$ cat src/common/dbtc_consts.svh
`ifndef DBTC_CONSTS_SVH
`define DBTC_CONSTS_SVH

// Register indices; each register sits at byte address four times its index.
`define DBTC_IDX_TIMER_CONTROL 16'hfe10
`define DBTC_IDX_PRESCALER_MATCH 16'hfe11
`define DBTC_IDX_COUNT_LOW_BYTE 16'hfe12
`define DBTC_IDX_COUNT_HIGH_BYTE 16'hfe13
`define DBTC_IDX_MATCH_DATA_LOW 16'hfe14
`define DBTC_IDX_MATCH_DATA_HIGH 16'hfe15
`define DBTC_IDX_CAPTURE_LOW 16'hfe16
`define DBTC_IDX_CAPTURE_HIGH 16'hfe17

// Field positions inside timer_control.
`define DBTC_BIT_HIGH_RUN 7
`define DBTC_BIT_LOW_RUN 6
`define DBTC_BIT_LENGTH_SELECT 5
`define DBTC_BIT_LOW_CLOCK_SELECT 4
`define DBTC_BIT_HIGH_MATCH_FLAG 3
`define DBTC_BIT_HIGH_IRQ_ENABLE 2
`define DBTC_BIT_LOW_MATCH_FLAG 1
`define DBTC_BIT_LOW_IRQ_ENABLE 0

// Reset values.
`define DBTC_RST_BYTE 8'h00

`endif

$ cat src/common/dbtc_pkg.sv
package dbtc_pkg;

  // Register select decoded from the low three index bits.
  typedef enum logic [2:0] {
    DBTC_SEL_CTRL = 3'b000,
    DBTC_SEL_PRR = 3'b001,
    DBTC_SEL_CNTL = 3'b010,
    DBTC_SEL_CNTH = 3'b011,
    DBTC_SEL_MDL = 3'b100,
    DBTC_SEL_MDH = 3'b101,
    DBTC_SEL_CAPL = 3'b110,
    DBTC_SEL_CAPH = 3'b111
  } dbtc_sel_e;

  // Whole state of the timer block.
  typedef struct packed {
    logic [7:0] ctrl;
    logic [7:0] prr;
    logic [7:0] pre_cnt;
    logic [7:0] cnt_l;
    logic [7:0] cnt_h;
    logic [7:0] mdl;
    logic [7:0] mdh;
    logic [7:0] buf_l;
    logic [7:0] buf_h;
    logic [7:0] cap_l;
    logic [7:0] cap_h;
    logic wr_pend;
    dbtc_sel_e wr_sel;
    logic [7:0] rdata;
  } dbtc_state_s;

endpackage : dbtc_pkg

$ cat src/hdl/dbtc_timer.sv
`timescale 1ns/100ps
`include "dbtc_consts.svh"
// Behaviour
// - Stopped low buffer follows low match data.
// - Stopped high buffer follows high match data.
// - Low capture source chosen by length select.
// - High capture latches high byte always.
// - Count clocks chosen by length and source.
// - Stopped high byte holds at zero.
// - Stopped low byte holds at zero.
// - Long mode matches all sixteen bits.
// - Low source: prescaler or external pulse.
// - High flag sticky until software clears.
// - Low flag sticky until software clears.
// - High request while enable and flag.
// - Low request while enable and flag.
// - Long match sets both flags together while the high byte runs.
// - Prescaler register write restarts prescaler.
// - Prescaler pulse every value plus one cycles.
// - Low byte read-only, counts selected pulses.
// - High byte counts prescaler or low carry.
// - Byte returns to zero on stop or match.
// - Prescaler counts from zero, restarts on match.
module dbtc_timer (
  input wire logic hclk,
  input wire logic hresetn,
  input wire logic hsel,
  input wire logic [31:0] haddr,
  input wire logic [1:0] htrans,
  input wire logic hwrite,
  input wire logic [2:0] hsize,
  input wire logic [31:0] hwdata,
  input wire logic hready,
  output logic hreadyout,
  output logic hresp,
  output logic [31:0] hrdata,
  input wire logic ext_count_pulse,
  input wire logic low_capture_pulse,
  input wire logic high_capture_pulse,
  output logic high_irq,
  output logic low_irq
);

  dbtc_pkg::dbtc_state_s st_r;
  dbtc_pkg::dbtc_state_s st_nxt;
  logic run_l;
  logic run_h;
  logic long_mode;
  logic pre_tick;
  logic inc_l;
  logic inc_h;
  logic match_l;
  logic match_h;
  logic low_cap;
  logic addr_take;
  logic [3:0] dec;
  logic ctrl_wr;
  logic prr_wr;

  // Maps a byte address onto a register select; bit 3 flags a hit.
  function automatic logic [3:0] dbtc_decode(input logic [31:0] a);
    logic [15:0] idx;
    idx = a[17:2];
    if ((a[31:18] == 14'h0000) && (a[1:0] == 2'h0) &&
        (idx >= `DBTC_IDX_TIMER_CONTROL) && (idx <= `DBTC_IDX_CAPTURE_HIGH))
      dbtc_decode = {1'b1, idx[2:0]};
    else
      dbtc_decode = 4'h0;
  endfunction : dbtc_decode

  // Next value of a counter byte: wraps to zero on its match so the period is match plus one.
  function automatic logic [7:0] dbtc_step(input logic [7:0] c, input logic inc,
                                           input logic hit, input logic run);
    if (!run)
      dbtc_step = 8'h00;
    else if (inc && hit)
      dbtc_step = 8'h00;
    else if (inc)
      dbtc_step = c + 8'h01;
    else
      dbtc_step = c;
  endfunction : dbtc_step

  // The slave never stalls and never errors.
  assign hreadyout = 1'b1;
  assign hresp = 1'b0;
  assign hrdata = {24'h000000, st_r.rdata};

  // Requests are plain levels of the flag and enable pairs.
  assign high_irq = st_r.ctrl[`DBTC_BIT_HIGH_MATCH_FLAG] &
                    st_r.ctrl[`DBTC_BIT_HIGH_IRQ_ENABLE];
  assign low_irq = st_r.ctrl[`DBTC_BIT_LOW_MATCH_FLAG] &
                   st_r.ctrl[`DBTC_BIT_LOW_IRQ_ENABLE];

  // Count enables and match detection, shared by the state update and the checks.
  always_comb
  begin
    run_l = st_r.ctrl[`DBTC_BIT_LOW_RUN];
    run_h = st_r.ctrl[`DBTC_BIT_HIGH_RUN];
    long_mode = st_r.ctrl[`DBTC_BIT_LENGTH_SELECT];
    pre_tick = (st_r.pre_cnt == st_r.prr);
    // External pulses are taken as already synchronous one-cycle events.
    inc_l = run_l & (st_r.ctrl[`DBTC_BIT_LOW_CLOCK_SELECT] ?
                     ext_count_pulse : pre_tick);
    if (long_mode)
    begin
      // The high byte takes the low byte's carry; match needs all sixteen bits.
      inc_h = run_h & inc_l & (st_r.cnt_l == 8'hff);
      match_l = inc_l & ({st_r.cnt_h, st_r.cnt_l} == {st_r.buf_h, st_r.buf_l});
      match_h = match_l;
    end
    else
    begin
      inc_h = run_h & pre_tick;
      match_l = inc_l & (st_r.cnt_l == st_r.buf_l);
      match_h = inc_h & (st_r.cnt_h == st_r.buf_h);
    end
    low_cap = long_mode ? high_capture_pulse : low_capture_pulse;
    addr_take = hsel & htrans[1] & hready;
    dec = dbtc_decode(haddr);
    ctrl_wr = st_r.wr_pend & (st_r.wr_sel == dbtc_pkg::DBTC_SEL_CTRL);
    prr_wr = st_r.wr_pend & (st_r.wr_sel == dbtc_pkg::DBTC_SEL_PRR);
  end

  // Next state of the whole block.
  always_comb
  begin
    st_nxt = st_r;
    // The prescaler always runs; a write to its match register restarts it.
    if (prr_wr || pre_tick)
      st_nxt.pre_cnt = 8'h00;
    else
      st_nxt.pre_cnt = st_r.pre_cnt + 8'h01;
    // In long mode the low carry is only seen when both bytes run alike.
    st_nxt.cnt_l = dbtc_step(st_r.cnt_l, inc_l, match_l, run_l);
    st_nxt.cnt_h = dbtc_step(st_r.cnt_h, inc_h, match_h, run_h);
    if (long_mode && run_h && match_l)
      st_nxt.cnt_h = 8'h00;
    // Buffers track the data registers while stopped and reload on a match while running.
    if (!run_l || match_l)
      st_nxt.buf_l = st_r.mdl;
    if (!run_h || match_h)
      st_nxt.buf_h = st_r.mdh;
    // Captures sample the count as it stood before this edge.
    if (low_cap)
      st_nxt.cap_l = st_r.cnt_l;
    if (high_capture_pulse)
      st_nxt.cap_h = st_r.cnt_h;
    // Bus writes land in the data phase; the counters and captures have no write path.
    if (ctrl_wr)
      st_nxt.ctrl = hwdata[7:0];
    if (prr_wr)
      st_nxt.prr = hwdata[7:0];
    if (st_r.wr_pend && (st_r.wr_sel == dbtc_pkg::DBTC_SEL_MDL))
      st_nxt.mdl = hwdata[7:0];
    if (st_r.wr_pend && (st_r.wr_sel == dbtc_pkg::DBTC_SEL_MDH))
      st_nxt.mdh = hwdata[7:0];
    // A match wins over a clearing write in the same cycle, so no event is lost.
    if (match_h && run_h)
      st_nxt.ctrl[`DBTC_BIT_HIGH_MATCH_FLAG] = 1'b1;
    if (match_l && run_l)
      st_nxt.ctrl[`DBTC_BIT_LOW_MATCH_FLAG] = 1'b1;
    // Address phase: remember writes, and snapshot read data so it comes from a flop.
    st_nxt.wr_pend = addr_take & hwrite & dec[3];
    st_nxt.wr_sel = dbtc_pkg::dbtc_sel_e'(dec[2:0]);
    st_nxt.rdata = 8'h00;
    if (addr_take && !hwrite && dec[3])
    begin
      unique case (dbtc_pkg::dbtc_sel_e'(dec[2:0]))
        dbtc_pkg::DBTC_SEL_CTRL: st_nxt.rdata = st_r.ctrl;
        dbtc_pkg::DBTC_SEL_PRR: st_nxt.rdata = st_r.prr;
        dbtc_pkg::DBTC_SEL_CNTL: st_nxt.rdata = st_r.cnt_l;
        dbtc_pkg::DBTC_SEL_CNTH: st_nxt.rdata = st_r.cnt_h;
        dbtc_pkg::DBTC_SEL_MDL: st_nxt.rdata = st_r.mdl;
        dbtc_pkg::DBTC_SEL_MDH: st_nxt.rdata = st_r.mdh;
        dbtc_pkg::DBTC_SEL_CAPL: st_nxt.rdata = st_r.cap_l;
        dbtc_pkg::DBTC_SEL_CAPH: st_nxt.rdata = st_r.cap_h;
      endcase
    end
  end

  // State register; everything clears to zero, captures included.
  always_ff @(posedge hclk or negedge hresetn)
  begin
    if (!hresetn)
    begin
      st_r.ctrl <= `DBTC_RST_BYTE;
      st_r.prr <= `DBTC_RST_BYTE;
      st_r.pre_cnt <= `DBTC_RST_BYTE;
      st_r.cnt_l <= `DBTC_RST_BYTE;
      st_r.cnt_h <= `DBTC_RST_BYTE;
      st_r.mdl <= `DBTC_RST_BYTE;
      st_r.mdh <= `DBTC_RST_BYTE;
      st_r.buf_l <= `DBTC_RST_BYTE;
      st_r.buf_h <= `DBTC_RST_BYTE;
      st_r.cap_l <= `DBTC_RST_BYTE;
      st_r.cap_h <= `DBTC_RST_BYTE;
      st_r.wr_pend <= 1'b0;
      st_r.wr_sel <= dbtc_pkg::DBTC_SEL_CTRL;
      st_r.rdata <= `DBTC_RST_BYTE;
    end
    else
      st_r <= st_nxt;
  end
endmodule : dbtc_timer
$ cat config.mk
export PLATFORM = sky130hd
export DESIGN_NAME = dbtc_timer
export DESIGN_NICKNAME = d
export VERILOG_FILES = /design/src/common/dbtc_pkg.sv /design/src/hdl/dbtc_timer.sv
export VERILOG_INCLUDE_DIRS = /design/src /design/src/common
export SDC_FILE = /design/constraint.sdc
export NUM_CORES = 1
export LEC_CHECK = 0
export BUFFER_PORTS_ARGS = -buffer_cell sky130_fd_sc_hd__clkbuf_2
export CAP_MARGIN = 20
export CORE_MARGIN = 1.5
export CORE_UTILIZATION = 45
export DETAILED_ROUTE_END_ITERATION = 8
export PLACE_DENSITY_LB_ADDON = 0.05
export SLEW_MARGIN = 20
export SYNTH_ARGS = -nofsm -noshare
export SYNTH_HDL_FRONTEND = slang
export SYNTH_SLANG_ARGS = --single-unit
$ cat constraint.sdc
create_clock -name hclk -period 2.9 [get_ports hclk]
set_clock_uncertainty 0.05 [all_clocks]
set_input_delay 0.29 -clock hclk [delete_from_list [all_inputs] [get_ports hclk]]
set_output_delay 0.29 -clock hclk [all_outputs]
set_load 0.1 [all_outputs]
==> results.txt, run 1 <==
----------------------------------------------------
[Outcome]
  Outcome ... finished with violations
  Violations in the final reports ... DRC

[Clock network]
  Clock net sink count ... 100
  Post-CTS setup repair buffer count ... 0
  TritonCTS clock tree ... yes
  Count of hold buffers inserted by post-cts repair ... 1
  Htree depth ... 3
  Clock transition at the registers of the reported paths ... 0.07 ns
  Num CTS Buffers ... 9
  Longest Clk Path Bufs ... 2
  Clock Latency Late Sink ... 0.35 ns
  CTS Root Cell ... clkbuf_16
  Number of instances resized during post-cts repair ... 0

[Setup path]
  Critical Path Sink Type ... flip-flop
  Critical path arrival ... 2.68 ns
  Kind of launch point of the worst setup path ... flip-flop
  WP data required ... 3.09 ns
  CP Max Fanout ... 9
  Critical path type ... reg -> reg

[Yosys]
  Post-Synthesis Cell Area ... 5403 um^2
  Post-Syn Instances ... 492
  Share of Yosys cell area claimed by the top area cell type ... 46.32%
  Leading cell type by number of instances after synthesis ... dfrtp_1
  EDFF count, synth ... 0
  Post-Synth Adder-Cell Area ... 0.6948%
  Synth top area cells ... dfrtp_1 46%, mux2_2 13%, buf_4 4.9%
  Most used standard cells in the synthesized netlist ... 100 x dfrtp_1, 60 x mux2_2, 35 x buf_4
  Part of the Yosys area used for sequential elements ... 46.32%
  Number of warnings printed during yosys synthesis ... 0
  Post-synthesis compound-gate area fraction ... 11.49%
  Mux contribution to synthesized area ... 14.91%
  Fraction of synthesized cell area in xor and xnor cells ... 5.581%
  Simple logic cell fraction of the synthesized area ... 13.22%
  Combinational family with the most area after synthesis ... multiplexers
  Yosys reg bits ... 100
  Predominant post-synthesis flop cell ... dfrtp_1
  Yosys cell types ... 58
  Average cell area after synthesis ... 10.98 um^2
  Async set or reset register ratio after synthesis ... 100.0%
  Dominant cell type by area after synthesis ... dfrtp_1

[Place]
  Post-DP HPWL ... 9683 um
  Final RePlAce weighted congestion ... 0.8522
  Buffers on Ports ... 58
  Worst setup timing slack at the placement stage ... 0.4357 ns

[Timing]
  Final setup fails ... 0
  Post-route setup slack ... 0.4055 ns
  Actual slew at the worst max-slew pin ... 0.8013 ns
  Unrepaired setup endpoints after global routing ... false
  Share of the clock period used by the worst path ... 86.02%
  Shortest period the worst path allows ... 2.494 ns
  Post-Route Setup TNS ... 0 ns
  Final Hold Vio Count ... 0
  Number of max-slew violations in the final report ... 0
  Worst rel slew slack ... 45.05%
  Max Freq ... 400.9 MHz

[Global route]
  Global-route wire length before repair ... 20,810 um
  GRT overflow ... 0
  Global-route total usage across every layer ... 21.80%
  Via count of the first global-routing pass ... 3,851
  Maximum number of pins on one net before global-route repair ... 53
  Number of antenna violations at the first check in global routing ... 0

[Pwr]
  Part of the total power dissipated in sequential elements ... 46.8%
  Worst vdd rail ir drop ... 0.4847 mV
  Clock group share of total power ... 38.0%
  Switch Pwr ... 935.5 uW
  Total leakage power ... 0.002736 uW
  Share of total power consumed by net switching ... 27.67%
  Power density relative to cell area ... 560.5 nW/um^2
  Logic gate share of total power ... 15.3%
  Cell-internal power ... 2446 uW

[Layout]
  P&R area growth vs syn ... 11.67%
  Area used by multi-input combinational logic ... 2596 um^2
  Register cell area after layout ... 2502 um^2
  Number of nets in the finished design ... 618
  Fillcell total ... 1,057
  ANT cells ... 0
  Share of layout cells above drive strength 1 ... 29.52%

[Route]
  Remaining number of nets flagged by the antenna check after routing ... 0
  Residual DRC count ... 12
  Routed vias/inst ... 5.531
  Detailed-routing iteration count for the pre-antenna-repair pass ... 8
  Total length of routed wires ... 12,910 um
  Routed wirelength normalized by instance count ... 18.85 um
  Initial DRC count ... 192
  Via count of the routed design ... 3,789

[Worst hold path]
  Type of the tightest min-delay check ... in -> reg

[Flow run]
  Number of max-capacitance violations reported ... 0

[Floorplanning]
  Die width ... 112.6 um
  Std cell rows ... 39
  Placeable core area ... 11,560 um^2
  Floorplan die height ... 112.6 um
  Number of top-level pins ... 113
  Die outline area ... 12,670 um^2
  Initial Util ... 46.72%

----------------------------------------------------
kinds of logic after synthesis:
kind of cell | after synthesis
AO/OA/AOI/OAI | 89
XOR/XNOR | 31
adder cells (fa/ha/maj) | 3
buffers and inverters | 71
flip-flops | 100
multiplexers | 73
other | 2
AND/OR/NAND/NOR | 123
metal layers:
| layer | part of all wire [%] | GRT usage [%] | vias to the layer above | wire length, um |
|---|---|---|---|---|
| li1 | - | - | 1794 | - |
| met1 | 45 | 28.26 | 1883 | 5823 |
| met2 | 48 | 36.18 | 101 | 6195 |
| met3 | 5.7 | 6.156 | 11 | 732 |
| met4 | 1.2 | 5.485 | 0 | 158 |
| met5 | 0 | 0 | - | 0 |
metrics by stage:
stage / utilization (%) / power (uW) / cell area (um^2) / std cells / hold slack (ns)
after floorplan: - / 1972 / 5493 / 516 / -0.05559
after global placement: 49.35 / 2120 / 5707 / 669 / 0.3186
after detailed placement: 49.35 / 2125 / 5707 / 669 / 0.3215
after CTS: 52.17 / 3415 / 6033 / 685 / 0.1380
after global routing: 52.17 / 3527 / 6033 / 685 / 0.1307
final: 52.17 / 3381 / 6033 / 685 / 0.1397
power by group through the flow:
stage               combinational (uW)  clock [uW]  sequential [uW]
floorplan                          402           0             1570
global placement                   516           0             1600
detailed placement                 521           0             1600
CTS                                521        1310             1580
global route                       560        1370             1600
finish                             516        1280             1580
cells in the final DEF, fill, tap and decap left out, drive strengths merged, types with 10 or more instances in the layout:
master	n
conb	26
and2	11
nand4	10
a21oi	10
mux2	60
nand2	19
mux2i	13
nor2	24
buf	11
a31oi	10
clkbuf	68
o21ai	30
dfrtp	100
inv	13
nand3	18
xnor2	26
critical path: stages, from the launching register on:
cell and delay [ns]:
dfrtp_1 0.46, xnor2_2 0.23, nand4_4 0.18, o41ai_4 0.57, a21oi_2 0.19, o21ai_4 0.32, mux2_2 0.38
path summary, 6_finish.rpt:
check	start	endpoint	slack, ns	cells after the start
min in group asynchronous	hresetn	st_r[74]	0.47	2
min reg2reg	st_r[21]	st_r[21]	0.45	2
max in group asynchronous	hresetn	st_r[30]	1.64	3
max reg2reg	st_r[89]	st_r[33]	0.41	6
min	hwrite	st_r[11]	0.14	2
max	st_r[89]	st_r[33]	0.41	6
registers in the layout, indices dropped and copies added, names as in the netlist:
register and count:
run_h 1, run_l 1, hrdata 8, st_r 89, long_mode 1
layout make-up:
| cell class | count | share of cell area (%) |
|---|---|---|
| Tap cell | 143 | 2.966 |
| Timing Repair Buffer | 69 | 6.470 |
| Sequential cell | 100 | 41.48 |
| Clock inverter | 4 | 1.224 |
| Multi-Input combinational cell | 345 | 43.03 |
| Clock buffer | 11 | 4.023 |
| Inverter | 13 | 0.8088 |
No activity file was read; power rests on OpenSTA's default activity.
==> inputs of run 2 (changes only) <==
--- a/config.mk
+++ b/config.mk
@@ -6,11 +6,11 @@
 export SDC_FILE = /design/constraint.sdc
 export NUM_CORES = 1
 export LEC_CHECK = 0
-export BUFFER_PORTS_ARGS = -buffer_cell sky130_fd_sc_hd__clkbuf_2
 export CAP_MARGIN = 20
 export CORE_MARGIN = 1.5
 export CORE_UTILIZATION = 45
 export DETAILED_ROUTE_END_ITERATION = 8
+export DONT_BUFFER_PORTS = 1
 export PLACE_DENSITY_LB_ADDON = 0.05
 export SLEW_MARGIN = 20
 export SYNTH_ARGS = -nofsm -noshare
==> constraint.sdc (replaced) <==
create_clock -name hclk -period 2.9 [get_ports hclk]
set_clock_uncertainty 0.05 [all_clocks]
set_input_delay 0.58 -clock hclk [delete_from_list [all_inputs] [get_ports hclk]]
set_output_delay 0.58 -clock hclk [all_outputs]
set_load 0.1 [all_outputs]
==> run 2 against run 1 <==
  * The flow finishes with violations (DRC, hold timing)
  * Design area fell by 4.8%
  * Clock power barely moved
  * Power fell by 1.9%
  * Critical path depth did not move
  * Critical path type unchanged
  * Largest cell class unchanged
  * Largest power group unchanged
  * Highest routed layer unchanged
==> results.txt, run 2 (synthesis gave the netlist of run 1 again) <==
----------------------------------------------------
[Layout]
  Share of layout cells above drive strength 1 ... 21.07%
  Number of nets in the finished design ... 559
  P&R area growth vs syn ... 6.299%
  Largest register FFs ... 89
  Commonest cells after routing, fill and taps aside ... 100 x dfrtp_1, 60 x mux2_2, 29 x o21ai_0
  Commonest non-fill, non-tap cell in the layout ... dfrtp_1
  Non-filler instance count after layout ... 627
  Register name with the most flops ... st_r
  ANT cells ... 0
  Finished Cell Area ... 5743 um^2

[Route]
  Via count of the routed design ... 3,556
  Total length of routed wires ... 13,000 um
  Routed wirelength normalized by instance count ... 20.73 um
  Detailed-routing iteration count for the pre-antenna-repair pass ... 7
  Remaining number of nets flagged by the antenna check after routing ... 0
  Routed vias/inst ... 5.671
  Initial DRC count ... 209
  Residual DRC count ... 12

[Setup path]
  Endpoint of the worst-slack reg-to-reg timing path ... st_r[30]
  CP delay by family, top ... compound AO/OA/AOI/OAI gates
  Slowest library cell on the worst path ... o41ai_4
  Critical path arrival ... 2.70 ns
  Kind of launch point of the worst setup path ... flip-flop
  WP data required ... 3.08 ns
  Stage delay of the slowest cell on the critical path ... 0.59 ns
  Worst path bufs/invs ... 0
  CP cell instances ... xnor2_2 -> nand4_4 -> o41ai_4 -> a21oi_2 -> o21ai_4 -> mux2_2
  Setup slack on the worst flop-to-flop path ... 0.38 ns
  Cell count of the worst reg-to-reg path ... 6
  Worst setup startpoint ... st_r[89]
  Critical path type ... reg -> reg
  Critical register-to-register path startpoint ... st_r[89]
  End point of the critical path ... st_r[30]
  Count of cell instances traversed by the critical path ... 6
  CP Max Fanout ... 9
  Critical Path Sink Type ... flip-flop

[Global route]
  Maximum number of pins on one net before global-route repair ... 101
  GRT overflow ... 0
  Global-route wire length before repair ... 20,510 um
  Global-route total usage across every layer ... 21.64%
  Via count of the first global-routing pass ... 3,670
  Number of antenna violations at the first check in global routing ... 0

[Clock network]
  Number of instances resized during post-cts repair ... 0
  Longest Clk Path Bufs ... 2
  TritonCTS clock tree ... yes
  Post-CTS setup repair buffer count ... 0
  Clock net sink count ... 100
  Num CTS Buffers ... 9
  Clock Latency Late Sink ... 0.35 ns
  Clock transition at the registers of the reported paths ... 0.07 ns
  Htree depth ... 3
  CTS Root Cell ... clkbuf_16

[Place]
  Buffers on Ports ... 0
  Final RePlAce weighted congestion ... 0.8304
  Worst setup timing slack at the placement stage ... 0.4093 ns
  Post-DP HPWL ... 9503 um
  Area after detailed placement ... 5414 um^2
  Total instance count after detailed placement ... 611

[Floorplanning]
  Floorplan die height ... 112.6 um
  Number of top-level pins ... 113
  Initial Util ... 46.72%
  Die width ... 112.6 um
  Placeable core area ... 11,560 um^2
  Std cell rows ... 39
  Die outline area ... 12,670 um^2

[Flow run]
  Number of max-capacitance violations reported ... 0

[Pwr]
  Power density relative to cell area ... 577.9 nW/um^2
  Total leakage power ... 0.002490 uW
  Worst vdd rail ir drop ... 0.3679 mV
  Pwr Total ... 3319 uW

[Timing]
  Share of the clock period used by the worst path ... 86.89%
  Number of max-slew violations in the final report ... 0
  Actual slew at the worst max-slew pin ... 0.8667 ns
  Shortest period the worst path allows ... 2.520 ns
  Max Freq ... 396.9 MHz
  Final worst hold slack ... -0.1263 ns
  Post-route setup slack ... 0.3803 ns
  Post-Route Setup TNS ... 0 ns
  Unrepaired setup endpoints after global routing ... false
  Final Hold Vio Count ... 100
  Worst rel slew slack ... 40.57%
  Final setup fails ... 0

[Worst hold path]
  Type of the tightest min-delay check ... in -> async

[Outcome]
  Outcome ... finished with violations
  Violations in the final reports ... DRC, hold timing

----------------------------------------------------
run 2: cell types whose count changed in the layout (fill, tap and decap cells not counted), sizes merged:
cell and delta:
buf -1, clkbuf -55, clkinv -1, dlygate4sd3 -1
run 2: routing by layer:
layer / vias up / global-route usage (%) / share of wire (%)
met5: - / 0 / 0
met4: 0 / 4.304 / 1.0
met3: 13 / 5.184 / 4.2
met2: 90 / 36.02 / 49
met1: 1777 / 29.03 / 46
li1: 1676 / - / -
run 2: worst reg2reg max path, cell delays in order (launching register included):
cell	delay [ns]
dfrtp_1	0.45
xnor2_2	0.23
nand4_4	0.17
o41ai_4	0.59
a21oi_2	0.20
o21ai_4	0.34
mux2_2	0.38
run 2: layout make-up:
type / count / area, um^2
fill: 1041 / 5822
multi-input combinational: 345 / 2596
sequential: 100 / 2502
clock buffer: 13 / 260.3
tap: 143 / 178.9
timing repair buffer: 10 / 87.58
clock inverter: 3 / 68.82
inverter: 13 / 48.80
run 2: how the worst min path moves through the flow:
stage / start / endpoint / slack [ns]
2_1_floorplan: hresetn / hrdata[0] / 0.23
3_3_place_gp: hresetn / st_r[68] / 0.24
3_5_place_dp: hresetn / st_r[68] / 0.24
4_1_cts: hresetn / st_r[75] / -0.14
5_1_grt: hresetn / st_r[75] / -0.14
6_report: hresetn / st_r[39] / -0.13
run 2: per-stage QoR:
step | util (%) | hold WS [ns]
2_1_floorplan | - | 0.2344
3_3_place_gp | 46.81 | 0.2387
6_report | 49.66 | -0.1263
5_1_grt | 49.66 | -0.1429
3_5_place_dp | 46.81 | 0.2390
4_1_cts | 49.66 | -0.1414
run 2: where the power goes:
| part | total (uW) | switching (uW) | internal [uW] | leakage (uW) |
|---|---|---|---|---|
| Clock | 1310 | 509 | 805 | 0.000160 |
| Combinational | 411 | 252 | 159 | 0.00104 |
| Sequential | 1590 | 115 | 1480 | 0.00129 |
| Total | 3320 | 875 | 2440 | 0.00249 |
